**config.mk**
```make
export PLATFORM = sky130hd
export DESIGN_NAME = dtor_regs
export DESIGN_NICKNAME = d
export VERILOG_FILES = /design/src/core/dtor_pkg.sv /design/src/core/dtor_regs.sv
export SDC_FILE = /design/constraint.sdc
export NUM_CORES = 1
export LEC_CHECK = 0
export BUFFER_PORTS_ARGS = -buffer_cell sky130_fd_sc_hd__buf_2
export CELL_PAD_IN_SITES_DETAIL_PLACEMENT = 0
export CELL_PAD_IN_SITES_GLOBAL_PLACEMENT = 1
export CORE_ASPECT_RATIO = 0.7
export CORE_UTILIZATION = 38
export DETAILED_ROUTE_END_ITERATION = 7
export HOLD_SLACK_MARGIN = 0.12
export PLACE_DENSITY = 0.75
export SLEW_MARGIN = 5
export SYNTH_ARGS = -nofsm -noshare
export SYNTH_HDL_FRONTEND = slang
export SYNTH_SLANG_ARGS = --single-unit
```
**constraint.sdc**
```tcl
create_clock -name clk_sys -period 2.15 [get_ports clk_sys]
set_input_delay 0.5375 -clock clk_sys [delete_from_list [all_inputs] [get_ports clk_sys]]
set_output_delay 0.5375 -clock clk_sys [all_outputs]
set_load 0.05 [all_outputs]
```
**src/core/dtor_pkg.sv**
```systemverilog
// Purpose: Constants and types for the dead-time and pin override register block.
// Assumes: Byte-wide register port; one clock clk_sys at 10 MHz; synchronous reset.
// Notes: Offsets are byte addresses on the plain register port.
// Notes on behaviour
// - One write to the both-sides alias loads low and high dead time together.
// - One write to the both-sides buffer alias loads both buffers together.
// - Low-side dead time is an eight-bit count of peripheral clock cycles.
// - High-side dead time is an eight-bit count of peripheral clock cycles.
// - Valid low buffer moves into low dead time on UPDATE, never earlier.
// - Valid high buffer moves into high dead time on UPDATE, never earlier.
// - Override enable writes take effect only while the fault flag is clear.
// - Each set override enable bit replaces that pin's port output value.
// - Override never changes pin direction; only output value is replaced.
// - Buffer valid flag sets on buffer write; transfer needs flag and no lock.
// - Fault flag sets on any masked event; cleared by writing one.
// - Pattern mode overrides dead-time insertion and uses dead-time storage as pattern.
package dtor_pkg;

    // ********************************
    // Register offsets
    // ********************************
    localparam logic [3:0] OFS_CTRL      = 4'h0;
    localparam logic [3:0] OFS_FMASK     = 4'h2;
    localparam logic [3:0] OFS_FCTRL     = 4'h3;
    localparam logic [3:0] OFS_STATUS    = 4'h4;
    localparam logic [3:0] OFS_BOTH      = 4'h6;
    localparam logic [3:0] OFS_BOTH_BUF  = 4'h7;
    localparam logic [3:0] OFS_LOW       = 4'h8;
    localparam logic [3:0] OFS_HIGH      = 4'h9;
    localparam logic [3:0] OFS_LOW_BUF   = 4'ha;
    localparam logic [3:0] OFS_HIGH_BUF  = 4'hb;
    localparam logic [3:0] OFS_OVEN      = 4'hc;
    localparam logic [3:0] OFS_IRQ_MASK  = 4'hd;

    // ********************************
    // Field positions and reset values
    // ********************************
    localparam int         BIT_LOW_VALID  = 0;
    localparam int         BIT_HIGH_VALID = 1;
    localparam int         BIT_FAULT      = 2;
    localparam logic [7:0] CTRL_MASK      = 8'h3f;
    localparam logic [7:0] FCTRL_MASK     = 8'h17;
    localparam logic [7:0] STATUS_MASK    = 8'h07;
    localparam logic [7:0] RST_BYTE       = 8'h00;

    typedef struct packed {
        logic [1:0] unused;
        logic       pattern_mode;
        logic       common_waveform_mode;
        logic [3:0] insert_enable;
    } dtor_ctrl_t;

    typedef struct packed {
        logic [3:0] addr;
        logic [7:0] wdata;
        logic       wr;
        logic       rd;
    } dtor_bus_req_t;

endpackage : dtor_pkg

```
**src/core/dtor_regs.sv**
```systemverilog
// Purpose: Dead-time counts, their double buffers, override enables and fault flag.
// Assumes: Timer supplies update and lock_update on clk_sys; events are on clk_sys.
// Notes: Status flags are write-one-to-clear; a hardware set wins over a clear.
`timescale 1ns/100ps
`default_nettype none
module dtor_regs #(
    parameter int EVENT_CHANNELS = 8,
    parameter int PINS           = 8
) (
    input  wire logic                      clk_sys,
    input  wire logic                      srst,
    input  wire dtor_pkg::dtor_bus_req_t   bus_req,
    output logic [7:0]                     rdata,
    input  wire logic                      update,
    input  wire logic                      lock_update,
    input  wire logic [EVENT_CHANNELS-1:0] events,
    input  wire logic [PINS-1:0]           port_out,
    input  wire logic [PINS-1:0]           port_dir,
    input  wire logic [PINS-1:0]           ext_wave,
    output logic [PINS-1:0]                pin_out,
    output logic [PINS-1:0]                pin_oe,
    output logic [7:0]                     dead_time_low,
    output logic [7:0]                     dead_time_high,
    output logic                           pattern_mode,
    output logic                           common_waveform_mode,
    output logic [3:0]                     insert_enable,
    output logic [7:0]                     pattern,
    output logic [7:0]                     fault_control,
    output logic                           fault_flag,
    output logic                           irq
);

    // ********************************
    // Decode
    // ********************************
    logic       wr;
    logic [3:0] a;
    logic [7:0] wd;
    assign wr = bus_req.wr;
    assign a  = bus_req.addr;
    assign wd = bus_req.wdata;

    logic w_low, w_high, w_lbuf, w_hbuf;
    assign w_low  = wr && (a == dtor_pkg::OFS_LOW  || a == dtor_pkg::OFS_BOTH);
    assign w_high = wr && (a == dtor_pkg::OFS_HIGH || a == dtor_pkg::OFS_BOTH);
    assign w_lbuf = wr && (a == dtor_pkg::OFS_LOW_BUF  || a == dtor_pkg::OFS_BOTH_BUF);
    assign w_hbuf = wr && (a == dtor_pkg::OFS_HIGH_BUF || a == dtor_pkg::OFS_BOTH_BUF);

    logic xfer;
    assign xfer = update && !lock_update;

    // ********************************
    // Registers
    // ********************************
    dtor_pkg::dtor_ctrl_t ctrl_r;
    logic [7:0] fmask_r, fctrl_r, low_r, high_r, lbuf_r, hbuf_r, oven_r, imask_r;
    logic       lval_r, hval_r, fault_r;

    always_ff @(posedge clk_sys) begin
        if (srst) begin
            ctrl_r  <= dtor_pkg::RST_BYTE;
            fmask_r <= dtor_pkg::RST_BYTE;
            fctrl_r <= dtor_pkg::RST_BYTE;
            imask_r <= dtor_pkg::RST_BYTE;
        end else if (wr) begin
            if (a == dtor_pkg::OFS_CTRL) begin
                ctrl_r <= wd & dtor_pkg::CTRL_MASK;
            end else if (a == dtor_pkg::OFS_FMASK) begin
                fmask_r <= wd;
            end else if (a == dtor_pkg::OFS_FCTRL) begin
                fctrl_r <= wd & dtor_pkg::FCTRL_MASK;
            end else if (a == dtor_pkg::OFS_IRQ_MASK) begin
                imask_r <= wd & dtor_pkg::STATUS_MASK;
            end
        end
    end

    // Buffer transfer takes priority over a direct write in the same cycle.
    always_ff @(posedge clk_sys) begin
        if (srst) begin
            low_r <= dtor_pkg::RST_BYTE;
        end else if (xfer && lval_r) begin
            low_r <= lbuf_r;
        end else if (w_low) begin
            low_r <= wd;
        end
    end

    always_ff @(posedge clk_sys) begin
        if (srst) begin
            high_r <= dtor_pkg::RST_BYTE;
        end else if (xfer && hval_r) begin
            high_r <= hbuf_r;
        end else if (w_high) begin
            high_r <= wd;
        end
    end

    always_ff @(posedge clk_sys) begin
        if (srst) begin
            lbuf_r <= dtor_pkg::RST_BYTE;
            hbuf_r <= dtor_pkg::RST_BYTE;
        end else begin
            if (w_lbuf) begin
                lbuf_r <= wd;
            end
            if (w_hbuf) begin
                hbuf_r <= wd;
            end
        end
    end

    // A buffer write in the update cycle stays pending for the next update.
    logic st_wr;
    assign st_wr = wr && a == dtor_pkg::OFS_STATUS;

    always_ff @(posedge clk_sys) begin
        if (srst) begin
            lval_r <= 1'b0;
            hval_r <= 1'b0;
        end else begin
            if (w_lbuf) begin
                lval_r <= 1'b1;
            end else if (xfer || (st_wr && wd[dtor_pkg::BIT_LOW_VALID])) begin
                lval_r <= 1'b0;
            end
            if (w_hbuf) begin
                hval_r <= 1'b1;
            end else if (xfer || (st_wr && wd[dtor_pkg::BIT_HIGH_VALID])) begin
                hval_r <= 1'b0;
            end
        end
    end

    logic fault_evt;
    assign fault_evt = |(events & fmask_r[EVENT_CHANNELS-1:0]);

    always_ff @(posedge clk_sys) begin
        if (srst) begin
            fault_r <= 1'b0;
        end else if (fault_evt) begin
            fault_r <= 1'b1;
        end else if (st_wr && wd[dtor_pkg::BIT_FAULT]) begin
            fault_r <= 1'b0;
        end
    end

    always_ff @(posedge clk_sys) begin
        if (srst) begin
            oven_r <= dtor_pkg::RST_BYTE;
        end else if (wr && a == dtor_pkg::OFS_OVEN && !fault_r) begin
            oven_r <= wd;
        end
    end

    // ********************************
    // Pins
    // ********************************
    // Direction comes straight from the port, so software must still set pins as outputs.
    genvar g;
    generate
        for (g = 0; g < PINS; g++) begin : g_pin
            always_ff @(posedge clk_sys) begin
                if (srst) begin
                    pin_out[g] <= 1'b0;
                end else begin
                    pin_out[g] <= oven_r[g] ? ext_wave[g] : port_out[g];
                end
            end
            assign pin_oe[g] = port_dir[g];
        end
    endgenerate

    // ********************************
    // Read port and outputs
    // ********************************
    logic [7:0] status;
    assign status = {5'h00, fault_r, hval_r, lval_r};

    always_ff @(posedge clk_sys) begin
        if (srst) begin
            rdata <= dtor_pkg::RST_BYTE;
        end else if (bus_req.rd) begin
            if (a == dtor_pkg::OFS_CTRL) begin
                rdata <= ctrl_r;
            end else if (a == dtor_pkg::OFS_FMASK) begin
                rdata <= fmask_r;
            end else if (a == dtor_pkg::OFS_FCTRL) begin
                rdata <= fctrl_r;
            end else if (a == dtor_pkg::OFS_STATUS) begin
                rdata <= status;
            end else if (a == dtor_pkg::OFS_BOTH || a == dtor_pkg::OFS_LOW) begin
                rdata <= low_r;
            end else if (a == dtor_pkg::OFS_BOTH_BUF || a == dtor_pkg::OFS_LOW_BUF) begin
                rdata <= lbuf_r;
            end else if (a == dtor_pkg::OFS_HIGH) begin
                rdata <= high_r;
            end else if (a == dtor_pkg::OFS_HIGH_BUF) begin
                rdata <= hbuf_r;
            end else if (a == dtor_pkg::OFS_OVEN) begin
                rdata <= oven_r;
            end else if (a == dtor_pkg::OFS_IRQ_MASK) begin
                rdata <= imask_r;
            end else begin
                rdata <= dtor_pkg::RST_BYTE;
            end
        end else begin
            rdata <= dtor_pkg::RST_BYTE;
        end
    end

    // Pattern mode reuses the low-side storage as the pin pattern and disables insertion.
    assign pattern_mode         = ctrl_r.pattern_mode;
    assign common_waveform_mode = ctrl_r.common_waveform_mode;
    assign insert_enable        = ctrl_r.pattern_mode ? 4'h0 : ctrl_r.insert_enable;
    assign pattern              = ctrl_r.pattern_mode ? low_r : 8'h00;
    assign dead_time_low        = low_r;
    assign dead_time_high       = high_r;
    assign fault_control        = fctrl_r;
    assign fault_flag           = fault_r;
    assign irq                  = |(status & imask_r);

endmodule : dtor_regs
`default_nettype wire

```
==> results of run 1 <==
==> where the power goes <==
part | total [mW] | switching (mW) | leakage (nW) | internal (mW)
registers | 1.56 | 0.0357 | 0.649 | 1.52
logic | 0.569 | 0.382 | 1.52 | 0.187
clock network | 1.69 | 0.612 | 0.159 | 1.08
==> state kept, by name, indices dropped and copies added (netlist names) <==
register,count
common_waveform_mode,1
ctrl_r,4
dead_time_high,8
dead_time_low,8
fault_control,4
fault_flag,1
fmask_r,8
hbuf_r,8
hval_r,1
imask_r,3
lbuf_r,8
lval_r,1
oven_r,8
pattern_mode,1
pin_out,8
rdata,8
==> layout by cell type (no fill, tap or decap), types with 5 or more instances in the layout <==
master / n
dfxtp_1: 80
clkbuf_16: 9
o21ai_0: 14
nand2_1: 35
a221oi_1: 6
nand2b_1: 5
buf_2: 93
nand3_1: 24
o221ai_1: 6
a311oi_1: 14
o21ai_1: 9
a22oi_1: 6
nor2_1: 93
buf_4: 36
mux2i_1: 53
and2_1: 8
a21oi_1: 18
nor2b_1: 7
==> worst max-delay path: stages (launching register included) <==
cell and delay, ps:
dfxtp_1 460, a222oi_1 370, inv_1 70, buf_2 220
==> layout make-up <==
type	instances	area (um^2)	share of cell area [%]
Clock buffer	12	256	4.98
Clock inverter	4	76.3	1.48
Inverter	6	22.5	0.438
Multi-Input combinational cell	355	2210	42.9
Sequential cell	80	1600	31.1
Tap cell	132	165	3.21
Timing Repair Buffer	133	816	15.9
==> per-stage QoR <==
stage | worst slack, ps | util [%] | hold WS (ps)
2_1_floorplan | 173 | - | 453
3_3_place_gp | 4.52 | 46.1 | 493
3_5_place_dp | 34.0 | 46.1 | 504
4_1_cts | 142 | 49.3 | 423
5_1_grt | 90.2 | 49.3 | 419
6_report | 150 | 49.3 | 421
==> cell families (layout without fill, tap and decap cells) <==
| group | count (synthesis) | after routing | share of synthesized area (%) |
|---|---|---|---|
| AND/OR/NAND/NOR | 192 | 192 | 21.4 |
| multiplexers | 55 | 55 | 13.5 |
| other | 1 | 4 | 0.0914 |
| XOR/XNOR | 1 | 1 | 0.214 |
| buffers and inverters | 56 | 155 | 7.41 |
| AO/OA/AOI/OAI | 103 | 103 | 18.3 |
| flip-flops | 80 | 80 | 39.0 |
==> how the worst max path moves through the flow <==
stage	startpoint	endpoint	cells after the start
global route	pattern_mode	pattern[4]	2
global placement	bus_req[11]	rdata[5]	7
finish	lval_r	irq	3
floorplan	pattern_mode	insert_enable[2]	2
CTS	pattern_mode	pattern[6]	2
detailed placement	bus_req[11]	rdata[5]	7
==> metal layers <==
layer | share of wire, % | track usage, % | up-vias | wire (um)
met4 | 2.7 | 10.3 | 0 | 364
met5 | 0 | 0 | - | 0
met3 | 6.0 | 6.10 | 26 | 794
li1 | - | - | 1919 | -
met2 | 42 | 35.2 | 151 | 5640
met1 | 49 | 34.6 | 1917 | 6540
==> impl_results.md, run 1 <==
* Finished layout cell area at just over 5000 um^2
* Final-stage net count at approximately 640
* Placed cell count at 706
* Leakage at 2.33 nW
* Post-synth cell types at 54
* Reg2reg start: pattern_mode
* CTS tree: done
* Slew Viols, Final at 0
* FMAX at between 500 and 600 MHz
* Power Total at 3.82 mW
* R2r setup slk at 590 ps
* Crit. End Element: output port
* Area delta synth->final at 25.4%
* Max cap viols at 0
* Drt pass-1 iters at 5
* FFs w/ async S/R, synth at 0%
* Clk_lat worst skew at about 340 ps
* Mapped Area at 4100 um^2
* Htree depth at 3
* Synthesized flop and latch total at 80
* Detailed placement HPWL at 9760 um
* Ant. Diodes at 0
* Placed instance area at between 4000 and 5000 um^2
* Io pins at approximately 110
* Die Ht at around 89 um
* Routed len/inst at roughly 18 um
* Hold_buf cts at 0
* Minimum clock period at between 1500 and 2000 ps
* Mean Syn Cell Area at ~8.4 um^2
* Worst Tran Pin Value at 770 ps
* Clk_skew at ~6.8 ps
* Rel. slew slack at slightly below 50%
* # Post-CTS Setup Buffers at 0
* Clk pin slew, worst setup/hold paths at approximately 60 ps
* Port Buffers at 93
* Number of global-route vias before repair at around 3600
* Startpoint types: register
* Ys Warns at 0
* Clock Path Buffers at 2
* Worst Hold Path Cells at 3
* WL final at about 13000 um
* Largest net degree at the start of global routing at 73
* Routed via count at between 4000 and 5000
* First-pass GRT wire length at ~20000 um
* Layout cells sized above 1 at about 27%
* Number of remaining DRC errors at 0
* Grt total ovfl at 0
* Top_reg_cell synth: dfxtp_1
* Post-synth EDFFs at 0
* Pwr Density at about 740 nW/um^2
* Detail Route Antenna Nets at 0
* Post-synth top area share at about two fifths
* Critical path arrival at around 1500 ps
* Hold path endpoint: pin_out[2]
* Root buffer cell: clkbuf_16
* Critical Path Fanout Max at 12
* Final setup TNS at 0 ps
* Unrepaired setup endpoints after global routing: false
* Filler cell count in the final layout at between 900 and 1000
* Worst EP required at roughly 1600 ps
* Placeable Area at between 10000 and 15000 um^2
* Fin crit share at around 93%
* Final cell count without fillers at a little over 700
* Top cells by area, synth: dfxtp_1, mux2i_1, nor2_1
* Post-synthesis sequential area ratio at 39.0%
* Total Die Area at between 10000 and 15000 um^2
* Initial antenna violation count at 0
* Rows at 31
* FF-to-FF End: rdata[5]
* Die width at roughly 130 um
* All-Layer GR Usage at roughly a quarter
* Initial core utilization at about two fifths
* Starting DRT DRC Count at approximately 320
* Routed vias/inst at about 5.6
* Synth cell count leaders: nor2_1, dfxtp_1, mux2i_1
* Worst R2R Path Depth at 4
* Mapped Cells at a little under 500
* Most frequent cell after synthesis: nor2_1
* Total CTS buffers at 9
* VDD IR max at approximately 0.00047 V
* Hold violation count in the final report at 0
* RD Place Congestion at just under 1
* Largest area contributor in the netlist: dfxtp_1
* CTS Sinks at 80
* Crit path kind: reg -> out
* Hold WC Path Type: in -> reg
* Hold_sp: port_out[2]
* CTS resizes at 0
* # setup viols final at 0
* Status: finished clean
No activity file was read; power rests on OpenSTA's default activity.
==> run 2: changes to the inputs <==
- GPL_TIMING_DRIVEN: default -> 0
==> run 2 against run 1 <==
Net effect: total power fell by 2.2%; critical path type is now in -> reg; highest routed layer unchanged; global-route usage rose by 2.0 points; largest power group unchanged; clock power fell by 7%; clock skew rose by 3.6 ps; first-iteration DRC count fell by 26%; wire length rose by 9.2%; die area did not move; combinational power rose by 6.2%; maximum frequency fell by 6.2%.
==> impl_results.md, run 2 (synthesized netlist as in run 1, its figures left out) <==
* Rows at 31
* Die width at ~130 um
* Minimum clock period at 2130 ps
* Final setup TNS at 0 ps
* Total CTS buffers at 9
* Crit. End Element: register
* Worst path slowest cell: a2111oi_1
* Filler cell count in the final layout at 1025
* Number of remaining DRC errors at 0
* Number of global-route vias before repair at between 3000 and 4000
* Pwr Density at between 700 and 800 nW/um^2
* Layout cells sized above 1 at 26.0%
* Starting DRT DRC Count at 240
* Routed via count at 4058
* Most used cell, CP: buf_2
* CP cell instances: buf_2 -> buf_4 -> nand2b_1 -> buf_2 -> o21ai_1 -> a22oi_1 -> a221oi_1 -> a2111oi_1
* CTS tree: done
* Detailed placement HPWL at 10800 um
* All-Layer GR Usage at between 20% and 30%
* Die Ht at 88.9 um
* Power Total at roughly 3.7 mW
* Startpoint types: input port
* Status: finished clean
* Ant. Diodes at 0
* Clk pin slew, worst setup/hold paths at 60 ps
* Largest net degree at the start of global routing at 16
* Hold WC Path Type: in -> reg
* Crit path kind: in -> reg
* Most common cell after layout, fill and taps aside: buf_2
* RD Place Congestion at slightly below 1
* Root buffer cell: clkbuf_16
* # setup viols final at 0
* Grt total ovfl at 0
* Area delta synth->final at 23.8%
* FMAX at 469 MHz
* Placeable Area at approximately 10000 um^2
* Total Die Area at 11200 um^2
* # Post-CTS Setup Buffers at 0
* Worst Tran Pin Value at ~740 ps
* Htree depth at 3
* Final-stage net count at ~650
* Final cell count without fillers at 733
* Detail Route Antenna Nets at 0
* Hold_buf cts at 0
* Placed cell count at 717
* Drt pass-1 iters at 5
* Routed len/inst at 19.9 um
* Worst EP required at around 2300 ps
* Most frequent cells in the layout: buf_2, nor2_1, dfxtp_1, mux2i_1, nand2_1
* CTS Sinks at 80
* Leakage at 2.28 nW
* Initial core utilization at between 30% and 40%
* First-pass GRT wire length at around 22000 um
* Io pins at 114
* Initial antenna violation count at 0
* Finished layout cell area at 5080 um^2
* Routed vias/inst at ~5.5
* Clk_lat worst skew at 350 ps
* VDD IR max at approximately 0.00033 V
* Port Buffers at 94
* WL final at ~15000 um
* Critical path arrival at between 2000 and 2500 ps
* Clk_skew at ~10 ps
* Placed instance area at about 4700 um^2
* Unrepaired setup endpoints after global routing: false
* CP peak stage delay at between 400 and 500 ps
* Hold violation count in the final report at 0
* Max cap viols at 0
* Critical Path Fanout Max at 10
* Slew Viols, Final at 0
* Clock Path Buffers at 2
* Rel. slew slack at 50.8%
* Fin crit share at ~100%
[run 2: cell types whose count changed in the layout (fill, tap and decap cells not counted), sizes merged]
cell and change:
buf -9, inv +2, bufinv -1, clkbuf +17, clkinvlp +2
[run 2: cell type report]
cell class	instances	area, um^2	share of cell area, %
flip-flops and latches	80	1600	31.6
multi-input cells	355	2210	43.6
inverters	6	22.5	0.443
plain buffers	50	294	5.79
clock buffers	9	225	4.43
well taps	132	165	3.25
clock inverters	7	78.8	1.55
repair buffers	94	477	9.39
[run 2: final timing paths]
kind	start	to	slack, ps	cells after the start
setup reg to reg	hbuf_r[5]	rdata[5]	490	4
hold reg to reg	dead_time_high[4]	dead_time_high[4]	520	2
hold / removal	port_out[3]	pin_out[3]	420	3
setup / recovery	bus_req[10]	rdata[5]	20	8
[run 2: layer usage]
metal / vias up / GRT usage [%] / share of wire [%]
li1: 1936 / - / -
met1: 1934 / 37.2 / 49
met2: 168 / 41.6 / 43
met3: 20 / 4.85 / 6.2
met4: 0 / 7.56 / 1.8
met5: - / 0 / 0
[run 2: worst max-delay path: cells and delay by family]
kind / cells / cell delay, ps
AND/OR/NAND/NOR: 1 / 120
buffers and inverters: 3 / 560
AO/OA/AOI/OAI: 4 / 1090
[run 2: repair_timing]
item	in CTS	in global routing
setup endpoints to repair	9	2
pin swaps	0	1
resized for setup	3	12
gates cloned	0	0
[run 2: per-stage QoR]
stage	worst slack [ps]	hold slack [ps]	utilization, %
final	18.3	421	48.7
after global routing	13.7	441	48.7
after CTS	34.7	419	48.5
after detailed placement	-160	516	45.5
after global placement	-151	497	45.5
after floorplan	173	453	-
[run 2: power by group]
part | total [mW] | switching [mW] | internal [mW]
clock network | 1.58 | 0.668 | 0.910
logic | 0.604 | 0.427 | 0.177
registers | 1.56 | 0.0348 | 1.52
==> run 3: changes to the inputs <==
- BUFFER_PORTS_ARGS: -buffer_cell sky130_fd_sc_hd__buf_2 -> default
- CORE_UTILIZATION: 38 -> 45
- DONT_BUFFER_PORTS: default -> 1
- PLACE_DENSITY: 0.75 -> 0.73
- SETUP_SLACK_MARGIN: default -> 0.02
==> run 3 against run 2 <==
Net effect: first-iteration DRC count grew 4.2%; worst hold slack lost 80 ps; wire length shrank 6.3%; via count shrank 7.4%; clock skew shrank 4.3 ps; die area shrank 15%; sequential cell count is the same; global-route usage grew 3.0 points; sequential share of layout area grew 3.1 points; setup slack gained 87 ps; count of clock-buffer cells in the layout is the same; critical path type is now reg -> out; largest cell class unchanged.
==> impl_results.md, run 3 (synthesized netlist as in run 1, its figures left out) <==
* Hold_sp: port_out[3]
* RD Place Congestion at about 0.93
* VDD IR max at between 0.0004 and 0.0005 V
* Routed vias/inst at 5.99
* FMAX at about 490 MHz
* Minimum clock period at ~2000 ps
* Final setup TNS at 0 ps
* Detail Route Antenna Nets at 0
* Status: finished clean
* Worst Path Buf+Inv at 0
* Worst Tran Pin Value at approximately 920 ps
* Detailed placement HPWL at approximately 10000 um
* Placed cell count at between 600 and 700
* Leakage at around 1.9 nW
* Clk pin slew, worst setup/hold paths at roughly 60 ps
* WHS at approximately 340 ps
* Worst setup margin at roughly 110 ps
* Total Die Area at 9510 um^2
* Startpoint types: register
* Max cap viols at 0
* Initial antenna violation count at 0
* Slew Viols, Final at 0
* Hold WC Path Type: in -> reg
* Number of global-route vias before repair at around 3300
* Rows at 28
* Pwr Density at approximately 830 nW/um^2
* CTS Sinks at 80
* Fin crit share at a little over nine tenths
* Io pins at around 110
* # setup viols final at 0
* Worst EP required at around 1600 ps
* WL final at ~14000 um
* Critical path arrival at around 1500 ps
* Placeable Area at 8650 um^2
* Final-stage net count at roughly 550
* Post-Place Setup Slack at -78.2 ps
* Final cell count without fillers at 627
* Reg2reg start: dead_time_high[5]
* Crit. End Element: output port
* Largest net degree at the start of global routing at 15
* Grt total ovfl at 0
* CP delay by family, top: flip-flops
* Rel. slew slack at 38.5%
* Total CTS buffers at 9
* Clk_skew at 6.00 ps
* Starting DRT DRC Count at 250
* Routed via count at approximately 3800
* Crit path kind: reg -> out
* Critical Path Fanout Max at 5
* CP peak stage delay at ~730 ps
* # Post-CTS Setup Buffers at 0
* Hold_buf cts at 0
* First-pass GRT wire length at about 20000 um
* Worst path slowest cell: dfxtp_1
* Die Ht at ~82 um
* Layout cells sized above 1 at around 14%
* CP cell instances: and2_2
* Most frequent cells in the layout: nor2_1, dfxtp_1, mux2i_1, nand2_1, nand3_1
* Area delta synth->final at 13.0%
* Clock Path Buffers at 2
* Ant. Diodes at 0
* Hold violation count in the final report at 0
* Routed len/inst at 21.8 um
* Most common cell after layout, fill and taps aside: nor2_1
* Number of remaining DRC errors at 0
* All-Layer GR Usage at roughly 29%
* Drt pass-1 iters at 5
* Critical Path Start: dead_time_low[0]
* Initial core utilization at 47.4%
* Clk_lat worst skew at between 300 and 400 ps
* Root buffer cell: clkbuf_16
* Unrepaired setup endpoints after global routing: true
* Die width at approximately 120 um
* Htree depth at 3
* Port Buffers at 0
* CTS tree: done
==> run 3: changes by cell type in the layout (fill, tap and decap cells not counted), moves of 2 or more <==
| cell | delta |
|---|---|
| and2_1 | -8 |
| buf_2 | -91 |
| and2_2 | +8 |
| clkinvlp_4 | -2 |
| inv_6 | -2 |
| bufinv_16 | +2 |
==> run 3: metal layers <==
| metal | GRT usage [%] | up-vias | share of wire (%) |
|---|---|---|---|
| li1 | - | 1745 | - |
| met1 | 41.2 | 1794 | 46 |
| met2 | 44.2 | 197 | 43 |
| met3 | 8.49 | 20 | 9.6 |
| met4 | 7.05 | 0 | 1.7 |
| met5 | 0 | - | 0 |
==> run 3: repair_timing <==
action	4_1_cts	5_1_grt
endpoints found under the setup margin	13	10
cloned	0	0
gates resized for setup	15	7
pin swaps	0	1
==> run 3: report_power, final <==
part | total [mW] | leakage, nW | switching [mW] | internal, mW
clock network | 1.77 | 0.166 | 0.636 | 1.14
registers | 1.66 | 0.651 | 0.139 | 1.52
logic | 0.417 | 1.05 | 0.286 | 0.131
==> run 3: path summary, 6_finish.rpt <==
path              cells after the start         end  slack, ps
setup / recovery                      1  pattern[0]        110
hold / removal                        2  pin_out[3]        340
setup reg to reg                      4    rdata[5]        200
hold reg to reg                       2   hbuf_r[4]        530
==> run 3: layout make-up <==
type / count / area, um^2
plain buffers: 50 / 292
clock buffers: 9 / 225
clock inverters: 7 / 120
fillers: 846 / 4020
inverters: 6 / 22.5
multi-input cells: 355 / 2220
flip-flops and latches: 80 / 1610
well taps: 120 / 150
==> run 3: metrics by stage <==
step	power (mW)	util [%]	area, um^2
detailed placement	2.10	49.3	4260
global placement	2.10	49.3	4260
finish	3.85	53.6	4640
CTS	3.87	53.5	4630
global route	3.98	53.6	4640
floorplan	2.00	-	4110
